[src/verilog/pllcf_pkg.sv]
/*
  constants and carrier types for the loop-control field decoder:
  register addresses, field positions, reset values and select codes.
  assumes the 32-bit serial word carries its register address in the low
  four bits and is shifted in most significant bit first.
*/
package pllcf_pkg;
  // serial word and addresses
  localparam int WORD_W = 32;
  localparam int ADDR_W = 4;
  localparam logic [ADDR_W-1:0] ADDR_CTRL = 4'he; // pll_control_word
  localparam logic [ADDR_W-1:0] ADDR_FB = 4'hf; // feedback_divider_word
  // field positions in pll_control_word
  localparam int GATE_BIT = 27;
  localparam int SHDN_BIT = 26;
  localparam int FLOAT_BIT = 25;
  localparam int POL_BIT = 24;
  localparam int SEL_LSB = 20;
  localparam int SEL_W = 4;
  localparam int RDIV_LSB = 8;
  localparam int RDIV_W = 12;
  // field positions in feedback_divider_word
  localparam int FDIV_LSB = 8;
  localparam int FDIV_W = 18;
  localparam int GAIN_LSB = 30;
  localparam int GAIN_W = 2;
  // reset values
  localparam logic GATE_RST = 1'h1;
  localparam logic SHDN_RST = 1'h0;
  localparam logic FLOAT_RST = 1'h0;
  localparam logic POL_RST = 1'h0;
  localparam logic [SEL_W-1:0] SEL_RST = 4'h0;
  localparam logic [RDIV_W-1:0] RDIV_RST = 12'h00a; // 10
  localparam logic [FDIV_W-1:0] FDIV_RST = 18'h002f8; // 760
  localparam logic [GAIN_W-1:0] GAIN_RST = 2'h0;
  // lock status pin select codes
  localparam logic [SEL_W-1:0] SEL_HIZ = 4'h0;
  localparam logic [SEL_W-1:0] SEL_HIGH = 4'h1;
  localparam logic [SEL_W-1:0] SEL_LOW = 4'h2;
  localparam logic [SEL_W-1:0] SEL_LOCK = 4'h3;
  localparam logic [SEL_W-1:0] SEL_NLOCK = 4'h4;
  localparam logic [SEL_W-1:0] SEL_FBHALF = 4'h9;
  localparam logic [SEL_W-1:0] SEL_REFHALF = 4'hb;
  // pump current multipliers
  localparam int SCALE_W = 6;
  localparam logic [SCALE_W-1:0] SCALE_X1 = 6'h01;
  localparam logic [SCALE_W-1:0] SCALE_X4 = 6'h04;
  localparam logic [SCALE_W-1:0] SCALE_X16 = 6'h10;
  localparam logic [SCALE_W-1:0] SCALE_X32 = 6'h20;

  // loaded configuration fields
  typedef struct packed {
    logic global_output_gate;
    logic whole_device_shutdown;
    logic pump_float;
    logic pump_polarity;
    logic [SEL_W-1:0] lock_sel;
    logic [RDIV_W-1:0] ref_div;
    logic [FDIV_W-1:0] fb_div;
    logic [GAIN_W-1:0] pump_gain_select;
  } pllcf_cfg_t;

  // two-signal view of the lock status pin
  typedef struct packed {
    logic out;
    logic oe;
  } pllcf_pin_t;
endpackage

[src/verilog/pllcf_top.sv]
/*
  loop-control field decoder: serial configuration port, field registers,
  lock status pin mux, output gating and the two loop dividers.
  assumes all inputs are synchronous to MCLK_I; divider inputs arrive as
  one-cycle tick strobes, one per oscillator or reference edge.
*/
`timescale 1ns/1ns
// How it works
// - lock pin select 4 bits: 0 hi-z default, 1 high, 2 low
// - select 3 drives the lock indication, high while locked
// - select 4 drives the inverted lock indication, low while locked
// - select 9 drives feedback divider output halved, square wave
// - select 11 drives reference divider output halved, square wave
// - shutdown bit 1 floats the lock pin and pump, turns clock outputs off, stalls both dividers; 0 default normal
// - global gate overrides every individual output enable
// - global gate 0 turns all clock outputs off; 1 default
// - pump float bit 1 puts the charge pump in hi-z
// - pump polarity 0 negative default, 1 positive
// - feedback divider 18 bits, 1 to 262143, zero invalid, default 760
// - feedback divider output drives the phase detector
// - pump gain 2 bits: 1x default, 4x, 16x, 32x
// - reference divider 12 bits, 1 to 4095, zero invalid, default 10
// - gate 0 or enable pin low disables all clock outputs
module pllcf_top #(
  parameter int N_OUT = 8
) (
  input wire logic MCLK_I,
  input wire logic NRST_I,
  input wire logic CE_I,
  input wire logic SER_CLK_I,
  input wire logic SER_DATA_I,
  input wire logic SER_LATCH_I,
  input wire logic LOCK_I,
  input wire logic FB_TICK_I,
  input wire logic REF_TICK_I,
  input wire logic OUTPUT_ENABLE_PIN_I,
  input wire logic [N_OUT-1:0] PER_OUTPUT_ENABLE_I,
  output logic LOCK_STATUS_PIN_O,
  output logic LOCK_STATUS_PIN_OE_O,
  output pllcf_pkg::pllcf_cfg_t CFG_O,
  output logic [N_OUT-1:0] CLK_EN_O,
  output logic PUMP_FLOAT_O,
  output logic PUMP_POLARITY_O,
  output logic [pllcf_pkg::SCALE_W-1:0] PUMP_SCALE_O,
  output logic FB_PULSE_O,
  output logic REF_PULSE_O,
  output logic DIV_FAULT_O
);
  import pllcf_pkg::*;

  // maps the gain code to its current multiplier
  function automatic logic [SCALE_W-1:0] gain_scale(
    input logic [GAIN_W-1:0] code
  );
    logic [SCALE_W-1:0] s;
    s = SCALE_X1;
    case (code)
      2'h1: s = SCALE_X4;
      2'h2: s = SCALE_X16;
      2'h3: s = SCALE_X32;
      default: s = SCALE_X1;
    endcase
    return s;
  endfunction

  logic rst_meta_reg;
  logic rst_n;
  logic sclk_prev_reg, sclk_prev_next;
  logic latch_prev_reg, latch_prev_next;
  logic [WORD_W-1:0] shift_reg, shift_next;
  pllcf_cfg_t cfg_reg, cfg_next;
  pllcf_pin_t pin_reg, pin_next;
  logic [N_OUT-1:0] clk_en_reg, clk_en_next;
  logic float_reg, float_next;
  logic pol_reg, pol_next;
  logic [SCALE_W-1:0] scale_reg, scale_next;
  logic fault_reg, fault_next;
  logic [1:0] half_w;
  logic [1:0] pulse_w;
  logic [1:0] tick_w;
  logic [1:0][FDIV_W-1:0] div_w;

  // reset release through two flip-flops
  always_ff @(posedge MCLK_I or negedge NRST_I)
  begin
    if (!NRST_I)
    begin
      rst_meta_reg <= 1'h0;
      rst_n <= 1'h0;
    end
    else
    begin
      rst_meta_reg <= 1'h1;
      rst_n <= rst_meta_reg;
    end
  end

  // serial shifter and field load on the latch rising edge
  always_comb
  begin
    sclk_prev_next = SER_CLK_I;
    latch_prev_next = SER_LATCH_I;
    shift_next = shift_reg;
    cfg_next = cfg_reg;
    if (SER_CLK_I && !sclk_prev_reg)
      shift_next = {shift_reg[WORD_W-2:0], SER_DATA_I};
    if (SER_LATCH_I && !latch_prev_reg)
    begin
      if (shift_reg[ADDR_W-1:0] == ADDR_CTRL)
      begin
        cfg_next.global_output_gate = shift_reg[GATE_BIT];
        cfg_next.whole_device_shutdown = shift_reg[SHDN_BIT];
        cfg_next.pump_float = shift_reg[FLOAT_BIT];
        cfg_next.pump_polarity = shift_reg[POL_BIT];
        cfg_next.lock_sel = shift_reg[SEL_LSB +: SEL_W];
        cfg_next.ref_div = shift_reg[RDIV_LSB +: RDIV_W];
      end
      else if (shift_reg[ADDR_W-1:0] == ADDR_FB)
      begin
        cfg_next.fb_div = shift_reg[FDIV_LSB +: FDIV_W];
        cfg_next.pump_gain_select = shift_reg[GAIN_LSB +: GAIN_W];
      end
    end
  end

  always_ff @(posedge MCLK_I or negedge rst_n)
  begin
    if (!rst_n)
    begin
      sclk_prev_reg <= 1'h0;
      latch_prev_reg <= 1'h0;
      shift_reg <= '0;
      cfg_reg <= '{GATE_RST, SHDN_RST, FLOAT_RST, POL_RST, SEL_RST,
        RDIV_RST, FDIV_RST, GAIN_RST};
    end
    else if (CE_I)
    begin
      sclk_prev_reg <= sclk_prev_next;
      latch_prev_reg <= latch_prev_next;
      shift_reg <= shift_next;
      cfg_reg <= cfg_next;
    end
  end

  // feedback (0) and reference (1) dividers; zero value stalls the divider
  assign tick_w = {REF_TICK_I, FB_TICK_I};
  assign div_w[0] = cfg_reg.fb_div;
  assign div_w[1] = {{(FDIV_W-RDIV_W){1'h0}}, cfg_reg.ref_div};
  generate
    for (genvar d = 0; d < 2; d++)
    begin : g_div
      logic [FDIV_W-1:0] cnt_reg, cnt_next;
      logic half_reg, half_next;
      logic pulse_reg, pulse_next;
      // count ticks; wrap at value-1 with a pulse and a half-rate toggle
      always_comb
      begin
        cnt_next = cnt_reg;
        half_next = half_reg;
        pulse_next = 1'h0;
        if (!cfg_reg.whole_device_shutdown && div_w[d] != '0 && tick_w[d])
        begin
          if (cnt_reg >= div_w[d] - 18'h1)
          begin
            cnt_next = '0;
            pulse_next = 1'h1;
            half_next = ~half_reg;
          end
          else
            cnt_next = cnt_reg + 18'h1;
        end
      end
      always_ff @(posedge MCLK_I or negedge rst_n)
      begin
        if (!rst_n)
        begin
          cnt_reg <= '0;
          half_reg <= 1'h0;
          pulse_reg <= 1'h0;
        end
        else if (CE_I)
        begin
          cnt_reg <= cnt_next;
          half_reg <= half_next;
          pulse_reg <= pulse_next;
        end
      end
      assign half_w[d] = half_reg;
      assign pulse_w[d] = pulse_reg;
    end
  endgenerate

  // lock pin mux, output gating and pump controls
  always_comb
  begin
    pin_next = '{out: 1'h0, oe: 1'h1};
    case (cfg_reg.lock_sel)
      SEL_HIZ: pin_next.oe = 1'h0;
      SEL_HIGH: pin_next.out = 1'h1;
      SEL_LOW: pin_next.out = 1'h0;
      SEL_LOCK: pin_next.out = LOCK_I;
      SEL_NLOCK: pin_next.out = ~LOCK_I;
      SEL_FBHALF: pin_next.out = half_w[0];
      SEL_REFHALF: pin_next.out = half_w[1];
      default: pin_next.oe = 1'h0; // unsupported codes float
    endcase
    if (cfg_reg.whole_device_shutdown)
      pin_next = '{out: 1'h0, oe: 1'h0};
    clk_en_next = PER_OUTPUT_ENABLE_I;
    if (!cfg_reg.global_output_gate || !OUTPUT_ENABLE_PIN_I ||
        cfg_reg.whole_device_shutdown)
      clk_en_next = '0;
    float_next = cfg_reg.pump_float || cfg_reg.whole_device_shutdown;
    pol_next = cfg_reg.pump_polarity;
    scale_next = gain_scale(cfg_reg.pump_gain_select);
    fault_next = (cfg_reg.fb_div == '0) || (cfg_reg.ref_div == '0);
  end

  always_ff @(posedge MCLK_I or negedge rst_n)
  begin
    if (!rst_n)
    begin
      pin_reg <= '{out: 1'h0, oe: 1'h0};
      clk_en_reg <= '0;
      float_reg <= FLOAT_RST;
      pol_reg <= POL_RST;
      scale_reg <= SCALE_X1;
      fault_reg <= 1'h0;
    end
    else if (CE_I)
    begin
      pin_reg <= pin_next;
      clk_en_reg <= clk_en_next;
      float_reg <= float_next;
      pol_reg <= pol_next;
      scale_reg <= scale_next;
      fault_reg <= fault_next;
    end
  end

  // outputs straight from flip-flops
  assign LOCK_STATUS_PIN_O = pin_reg.out;
  assign LOCK_STATUS_PIN_OE_O = pin_reg.oe;
  assign CFG_O = cfg_reg;
  assign CLK_EN_O = clk_en_reg;
  assign PUMP_FLOAT_O = float_reg;
  assign PUMP_POLARITY_O = pol_reg;
  assign PUMP_SCALE_O = scale_reg;
  assign FB_PULSE_O = pulse_w[0]; // phase detector feedback
  assign REF_PULSE_O = pulse_w[1];
  assign DIV_FAULT_O = fault_reg;
endmodule

[config.mk]
export PLATFORM = sky130hd
export DESIGN_NAME = pllcf_top
export DESIGN_NICKNAME = d
export VERILOG_FILES = /design/src/verilog/pllcf_pkg.sv /design/src/verilog/pllcf_top.sv
export SDC_FILE = /design/constraint.sdc
export NUM_CORES = 1
export LEC_CHECK = 0
export BUFFER_PORTS_ARGS = -buffer_cell sky130_fd_sc_hd__buf_2
export CAP_MARGIN = 20
export CORE_ASPECT_RATIO = 0.6
export CORE_MARGIN = 1.5
export CORE_UTILIZATION = 60
export DETAILED_ROUTE_END_ITERATION = 8
export GPL_TIMING_DRIVEN = 0
export PLACE_DENSITY = 0.89
export REMOVE_ABC_BUFFERS = 1
export SLEW_MARGIN = 40
export SYNTH_ARGS = -nofsm -noshare
export SYNTH_HDL_FRONTEND = slang
export SYNTH_SLANG_ARGS = --single-unit
[constraint.sdc]
create_clock -name MCLK_I -period 6.5 [get_ports MCLK_I]
set_clock_uncertainty 0.1 [all_clocks]
set_input_delay 0.325 -clock MCLK_I [delete_from_list [all_inputs] [get_ports MCLK_I]]
set_output_delay 0.325 -clock MCLK_I [all_outputs]
set_load 0.01 [all_outputs]
; ---- Word-level counts from Yosys, hierarchy flattened
; Cells that the tools add are included.
[op_classes]
add_sub_neg = 4
magnitude_cmp = 2
eq_ne = 11
muxes = 11
n_bitwise = 4
n_reduce_logical = 27
[op_table]
columns = op, count
row1 = $add 18x1->18 const B, 2
row2 = $ge 18x18->1, 2
row3 = $mux 18, 2
row4 = $reduce_bool 18->1, 2
row5 = $logic_not 18->1, 1
row6 = $pmux 6 s3, 1
row7 = $sub 18x1->18 const B, 1
row8 = $eq 4x4->1 const B, 4
row9 = $sub 12x1->13 const B, 1
row10 = $logic_not 12->1, 1
row11 = $reduce_and 3->1, 3
row12 = $eq 4x2->1 const B, 2
row13 = $mux 8, 1
row14 = $logic_and 1x1->1, 6
row15 = $reduce_and 2->1, 3
row16 = $reduce_or 6->1, 1
row17 = $logic_not 1->1, 5
row18 = $mux 1, 5
row19 = $pmux 1 s5, 1
row20 = $eq 2x2->1 const B, 2
row21 = $eq 4x1->1 const B, 1
row22 = $eq 4x3->1 const B, 1
row23 = $logic_or 1x1->1, 4
row24 = $not 1->1, 4
row25 = other kinds (3), 3
[word_totals]
reg_bits = 135
in_bits = 18
out_inout_bits = 61
wordCells = 85

; ---- Depth between registers and ports, before layout
; Gate-level depths: netlist (run 1).
[logic_depth]
ltp_word = 4
ltp_mapped = 14
depth_no_buf = 13

; ---- Worst setup path after synthesis (run 1)
; OpenSTA, ideal clock, no wires.
[synth_path]
path_type = reg2reg
start = register cfg_reg (netlist bit CFG_O[7])
end = register g_div[0].cnt_reg[13]
setup_time_ns = 0.095
arrival_time_ns = 3.600
t_required_ns = 6.305
setup_slack_ns = 2.704
stages_incl_launch_ff = 14
path_buffers = 2
period_less_slack_ns = 3.796
path_cell_list = dfstp_2 or4_4 buf_6 or4b_4 nor2_2 nand2_1 xor2_1 ha_1 and4_1 a221oi_2 clkbuf_1 o311a_1 a22oi_1 o31ai_1
[synth_between]
elab_chain_len = 4
elab_cells_between_ends = 7
classes_between = add/sub (1) / order compare (1) / mux (1) / reduce/logical (4)
[synth_lines]
columns = item, line_no
row1 = from (decl), pllcf_top.sv:71  ; pllcf_cfg_t cfg_reg, cfg_next;
row2 = from (signal assigned), pllcf_top.sv:133  ; cfg_reg <= '{GATE_RST, SHDN_RST, FLOAT_RST, POL_RST, SEL_RST,
row3 = from (signal assigned), pllcf_top.sv:141  ; cfg_reg <= cfg_next;
row4 = branches (longest 4 deep; another with $sub 18x1->18), -
row5 = to (signal assigned), pllcf_top.sv:183  ; cnt_reg <= cnt_next;
row6 = to (decl), pllcf_top.sv:152  ; logic [FDIV_W-1:0] cnt_reg, cnt_next;
; Parallel ways; which one is timed is not known.
; A chain may end at the register's enable or synchronous reset.

; ---- Worst setup path in the final report (run 1)
[layout_path]
start = register cfg_reg (netlist bit CFG_O[7])
end = register g_div[0].cnt_reg[9]
; The elaborated chain is that of the path after synthesis.

==> results.ini, run 1 <==
[outcome]
status=complete, no violations

[cts]
h-tree-depth=4
cts_resized=0
clk_pin_slew_ps=60
clock_path_buffers=2
cts_sinks=133
numCtsBuffers=17
clockRootBuffer=clkbuf_16
clock_latency_ps=420
cts_tree=built

[yosys]
yosys.cell_types.count=67
synth_flop_cell=dfrtp_1
synth-compound-area-share=0.1065
postSynth.asyncResetShare=1.000
synthXorXnorAreaFrac=0.04342
ys_warn_count=0
muxShareOfSynthArea=0.1194
synthAdderAreaFrac=0.07266
synth-simple-area-share=0.1538
synth-seq-cells=133
synth_area_per_cell_um2=11.17
synth_edf_count=0
synth_area_mm2=0.007061
postSynthCellCount=632
synth_top_family_by_area=simple AND/OR/NAND/NOR gates
ys_seq_area_frac=0.4732

[routing]
viasPerCell=6.131
wl_per_cell_um=18.78
drtPass1Iterations=5
drc=0
drtIter0Drc=461
drt.antenna.violating_nets=0
via_count=5463
drt-total-wl_mm=16.74

[global_route]
busiest_layer=met2
grt_util_met3=0.08466
antenna_found_initial=0
grt_util_met2=0.4502
grt_pass1_vias=5307
met1_usage=0.3896
gr-total-overflow=0
track_usage=0.2882
grt_max_degree=45
grt_pass1_wl_mm=27.14

[finish]
layout.cells.non_filler=891
diodes=0
drive_above_1_share=0.3078
fin_nets=777
largest_reg_flops=39
layout_common_cells=dfrtp_1 (122), buf_2 (81), mux2_2 (74)
fillCellCount=774
area_growth_pct=16.53
mostFrequentLayoutCell=dfrtp_1
final_util=0.7234

[worst_setup_path]
critPathCaptureType=flip-flop
r2r_cells=11
r2r_slack_ps=2180
critPathLaunchType=flip-flop
cp_max_fo=17
regToRegEndpoint=g_div[0].cnt_reg[9]
worst-endpoint-arrival_ps=4530
worstPathRequired_ps=6710
r2r-start=CFG_O[7]
critical_path_class=reg -> reg

[power_and_ir_drop]
clkPwrFrac=0.398
p_switching_mw=0.6865
p_leak_nw=4.100
share_comb_of_total_power=0.182
power_density_mw_per_mm2=276.9
swShare=0.3013
p_int_mw=1.592
power_frac_seq=0.420
irDropWorstVdd_v=0.0001899

[timing]
setup_viol=0
fin_ws_ps=2175
fin_setup_tns_ps=0
fin_hold_ws_ps=18.74
hold_viol_final=0
slew_violations=0
slew_headroom=0.4426
timing.final.crit_share=0.6654
min_period_ps=4325
worst_pin_slew_ps=834.3
grt_setup_unrepaired=no
max_freq_mhz=231.2

[floorplan]
start_util=0.6208
rows=30
ios=79
core-area_mm2=0.01137
fp.dieW_um=143.0
die_y_um=87.03
die_area_mm2=0.01245

[hold_path]
worstHoldStart=PER_OUTPUT_ENABLE_I[0]
whs_endpoint=CLK_EN_O[0]
hold-path-cell-count=2
hold_path_class=in -> reg

[placed_design]
dp_worst_setup_slack_ps=2167
io_buffers=76
dp.cells=856
dp_hpwl_mm=12.00
globalplace.congestion=0.8834

[run]
cap_violations=0

through the flow:
step                      cell area [um2]  total power [mW]
after floorplan                      6924             1.238
after global placement               7505             1.325
after detailed placement             7640             1.374
after CTS                            8209             2.282
after global routing                 8228             2.385
final                                8228             2.278
cell usage after synthesis, drive strengths merged (15+ instances only):
cell   number  area share
ha         41       0.073
o21ai      19       0.013
nor2       30       0.016
nand3      19       0.014
xor2       15       0.019
a21oi      17       0.013
inv        19       0.010
dfrtp     123        0.44
mux2       74        0.12
nor3       15       0.011
nand2      51       0.027
xnor2      20       0.025
layout make-up:
cell class,instances,area [um2],area share
inverters,19,71.32,0.008668
well taps,160,200.2,0.02433
multi-input cells,458,3540,0.4302
repair buffers,89,513.0,0.06235
flip-flops and latches,133,3344,0.4065
clock buffers,18,429.2,0.05216
clock inverters,14,130.1,0.01582
cells by family after synthesis:
| kind of cell | Yosys count |
|---|---|
| buffers and inverters | 42 |
| muxes | 75 |
| AOI/OAI and AO/OA | 104 |
| DFF | 133 |
| xor gates and xnor gates | 35 |
| and+or+nand+nor | 200 |
| other | 2 |
| adders and majority gates | 41 |
power by group through the flow:
stage	combinational (mW)	sequential (mW)	clock, mW
final	0.414	0.957	0.907
after CTS	0.412	0.956	0.914
after global placement	0.354	0.971	0
after floorplan	0.271	0.967	0
after global routing	0.459	0.966	0.960
after detailed placement	0.405	0.969	0
worst max path at each step:
stage | from | end | slack [ps] | depth (start not counted)
floorplan | rst_n | CFG_O[0] | 2440 | 0
global placement | rst_n | REF_PULSE_O | 1260 | 0
detailed placement | CFG_O[7] | g_div[0].cnt_reg[2] | 2170 | 10
CTS | CFG_O[7] | g_div[0].cnt_reg[9] | 2090 | 10
global route | CFG_O[7] | g_div[0].cnt_reg[9] | 1990 | 11
finish | CFG_O[7] | g_div[0].cnt_reg[9] | 2180 | 11
layer usage:
metal / vias to the layer above / share of wire
li1: 2494 / -
met1: 2658 / 0.43
met2: 271 / 0.46
met3: 40 / 0.091
met4: 0 / 0.016
met5: - / 0
repair_timing:
item,4_1_cts,5_1_grt
setup buffers,0,0
endpoints found under the hold margin,2,0
hold buffers,1,0
critical path, stage by stage (launching register included):
cell and delay (ps):
dfstp_2 400, or4_4 610, or4b_4 580, nor2_2 210, nand2_1 100, xor2_1 170, ha_1 340, and4_1 290
a221oi_4 550, buf_4 280, nand3b_4 230, o31ai_1 350
(Power assumes the default switching activity.)
==> inputs of run 2 (changes only) <==
--- a/config.mk
+++ b/config.mk
@@ -9,10 +9,10 @@
 export CAP_MARGIN = 20
 export CORE_ASPECT_RATIO = 0.6
 export CORE_MARGIN = 1.5
-export CORE_UTILIZATION = 60
+export CORE_UTILIZATION = 59
 export DETAILED_ROUTE_END_ITERATION = 8
 export GPL_TIMING_DRIVEN = 0
-export PLACE_DENSITY = 0.89
+export PLACE_DENSITY = 0.88
 export REMOVE_ABC_BUFFERS = 1
 export SLEW_MARGIN = 40
 export SYNTH_ARGS = -nofsm -noshare
==> constraint.sdc (replaced) <==
create_clock -name MCLK_I -period 4 [get_ports MCLK_I]
set_clock_uncertainty 0.1 [all_clocks]
set_input_delay 0.2 -clock MCLK_I [delete_from_list [all_inputs] [get_ports MCLK_I]]
set_output_delay 0.2 -clock MCLK_I [all_outputs]
set_load 0.01 [all_outputs]
==> run 2 against run 1 <==
- worst hold slack gained 4.0 ps
- die area grew 1.6%
- setup slack lost 2100 ps
- register-to-register slack lost 2100 ps
- critical path depth is the same
- cell count grew 1.9%
==> results.ini, run 2 (synthesis results as in run 1) <==
[finish]
layout_common_cells=dfrtp_1 (122), buf_2 (81), mux2_2 (74)
mostFrequentLayoutCell=dfrtp_1
drive_above_1_share=0.3155
area_growth_pct=20.31
fin_nets=794
layout.cells.non_filler=908
diodes=0
largest_reg_flops=39
final_util=0.7395

[hold_path]
hold_path_class=reg -> async

[timing]
slew_headroom=0.4167
hold_viol_final=0
timing.final.crit_share=0.9759
fin_setup_tns_ps=0
worst_pin_slew_ps=875.0
grt_setup_unrepaired=no
slew_violations=0
setup_viol=0
fin_hold_ws_ps=22.71
min_period_ps=3903
max_freq_mhz=256.2

[worst_setup_path]
cp_max_fo=17
worstPathCellList=or4_4 > or4b_4 > nor2_4 > nand2_1 > xor2_1 > ha_1 > and4_2 > a221oi_4 > buf_4 > nand3b_4 > o31ai_1
critPathLaunchType=flip-flop
r2r_slack_ps=100
slowest_stage=or4_4
regToRegEndpoint=g_div[0].cnt_reg[7]
path_buf_inv=1
cp_slowest_stage_delay_ps=610
cp-startpoint=CFG_O[7]
cp_top_family=simple AND/OR/NAND/NOR gates
worstPathRequired_ps=4220
critical_path_class=reg -> reg
r2r-start=CFG_O[7]
r2r_cells=11
critPathCaptureType=flip-flop
worst-endpoint-arrival_ps=4120

[cts]
cts_sinks=133
numCtsBuffers=17
clockRootBuffer=clkbuf_16
clk_pin_slew_ps=60
clock_path_buffers=2
cts_tree=built
h-tree-depth=4
clock_latency_ps=430

[global_route]
gr-total-overflow=0
grt_pass1_wl_mm=27.79
track_usage=0.2889
grt_max_degree=45
antenna_found_initial=0
grt_pass1_vias=5547

[placed_design]
globalplace.congestion=0.9131
dp.cells=856
io_buffers=76
dp_hpwl_mm=11.53

[power_and_ir_drop]
power_frac_seq=0.399
power_density_mw_per_mm2=456.9
p_int_mw=2.752
share_comb_of_total_power=0.181
clkPwrFrac=0.420
p_leak_nw=4.211
swShare=0.2909
irDropWorstVdd_v=0.0003229
p_switching_mw=1.129

[floorplan]
die_area_mm2=0.01265
start_util=0.6147
fp.dieW_um=144.2
core-area_mm2=0.01149
ios=79
rows=30
die_y_um=87.74

[routing]
drt-total-wl_mm=17.08
via_count=5481
wl_per_cell_um=18.81
drt.antenna.violating_nets=0
drtPass1Iterations=5
viasPerCell=6.036
drtIter0Drc=467
drc=0

[outcome]
status=complete, no violations

[run]
cap_violations=0

run 2: timing repair:
| item | in CTS | in global routing |
|---|---|---|
| buffers inserted | 7 | 0 |
| endpoints found under the hold margin | 13 | 0 |
| hold buffers | 13 | 0 |
| resized for setup | 0 | 9 |
| setup endpoints to repair | 20 | 27 |
| pin swaps | 2 | 0 |
run 2: through the flow:
stage	worst slack, ps	power [mW]	instance area [um2]
2_1_floorplan	-62.40	2.012	6924
3_3_place_gp	-1242	2.152	7505
3_5_place_dp	-333.8	2.217	7640
4_1_cts	67.07	3.864	8451
5_1_grt	10.61	4.067	8494
6_report	96.57	3.881	8494
run 2: layer usage:
metal,track usage,routed length [um],part of all wire
met5,0,0,0
met3,0.08475,1340,0.078
met4,0.06887,229,0.013
met2,0.4589,7821,0.46
met1,0.3953,7689,0.45
run 2: worst max path at each step:
stage	to	slack, ps	cells past startpoint
global route	g_div[0].cnt_reg[9]	10	11
detailed placement	g_div[0].cnt_reg[7]	-330	10
floorplan	CFG_O[0]	-60	0
global placement	REF_PULSE_O	-1240	0
CTS	g_div[0].cnt_reg[12]	70	12
finish	g_div[0].cnt_reg[7]	100	11
run 2: layout make-up:
cell class / count / area, um2
Sequential cell: 133 / 3344
Tap cell: 160 / 200.2
Multi-Input combinational cell: 458 / 3583
Inverter: 19 / 71.32
Clock inverter: 13 / 172.7
Fill cell: 769 / 2992
Clock buffer: 19 / 442.9
Timing Repair Buffer: 106 / 679.4
run 2: power groups by stage:
stage / logic [mW] / clock network [mW] / registers (mW)
after floorplan: 0.441 / 0 / 1.57
after global placement: 0.572 / 0 / 1.58
after detailed placement: 0.649 / 0 / 1.57
after CTS: 0.674 / 1.64 / 1.55
after global routing: 0.787 / 1.72 / 1.56
final: 0.701 / 1.63 / 1.55
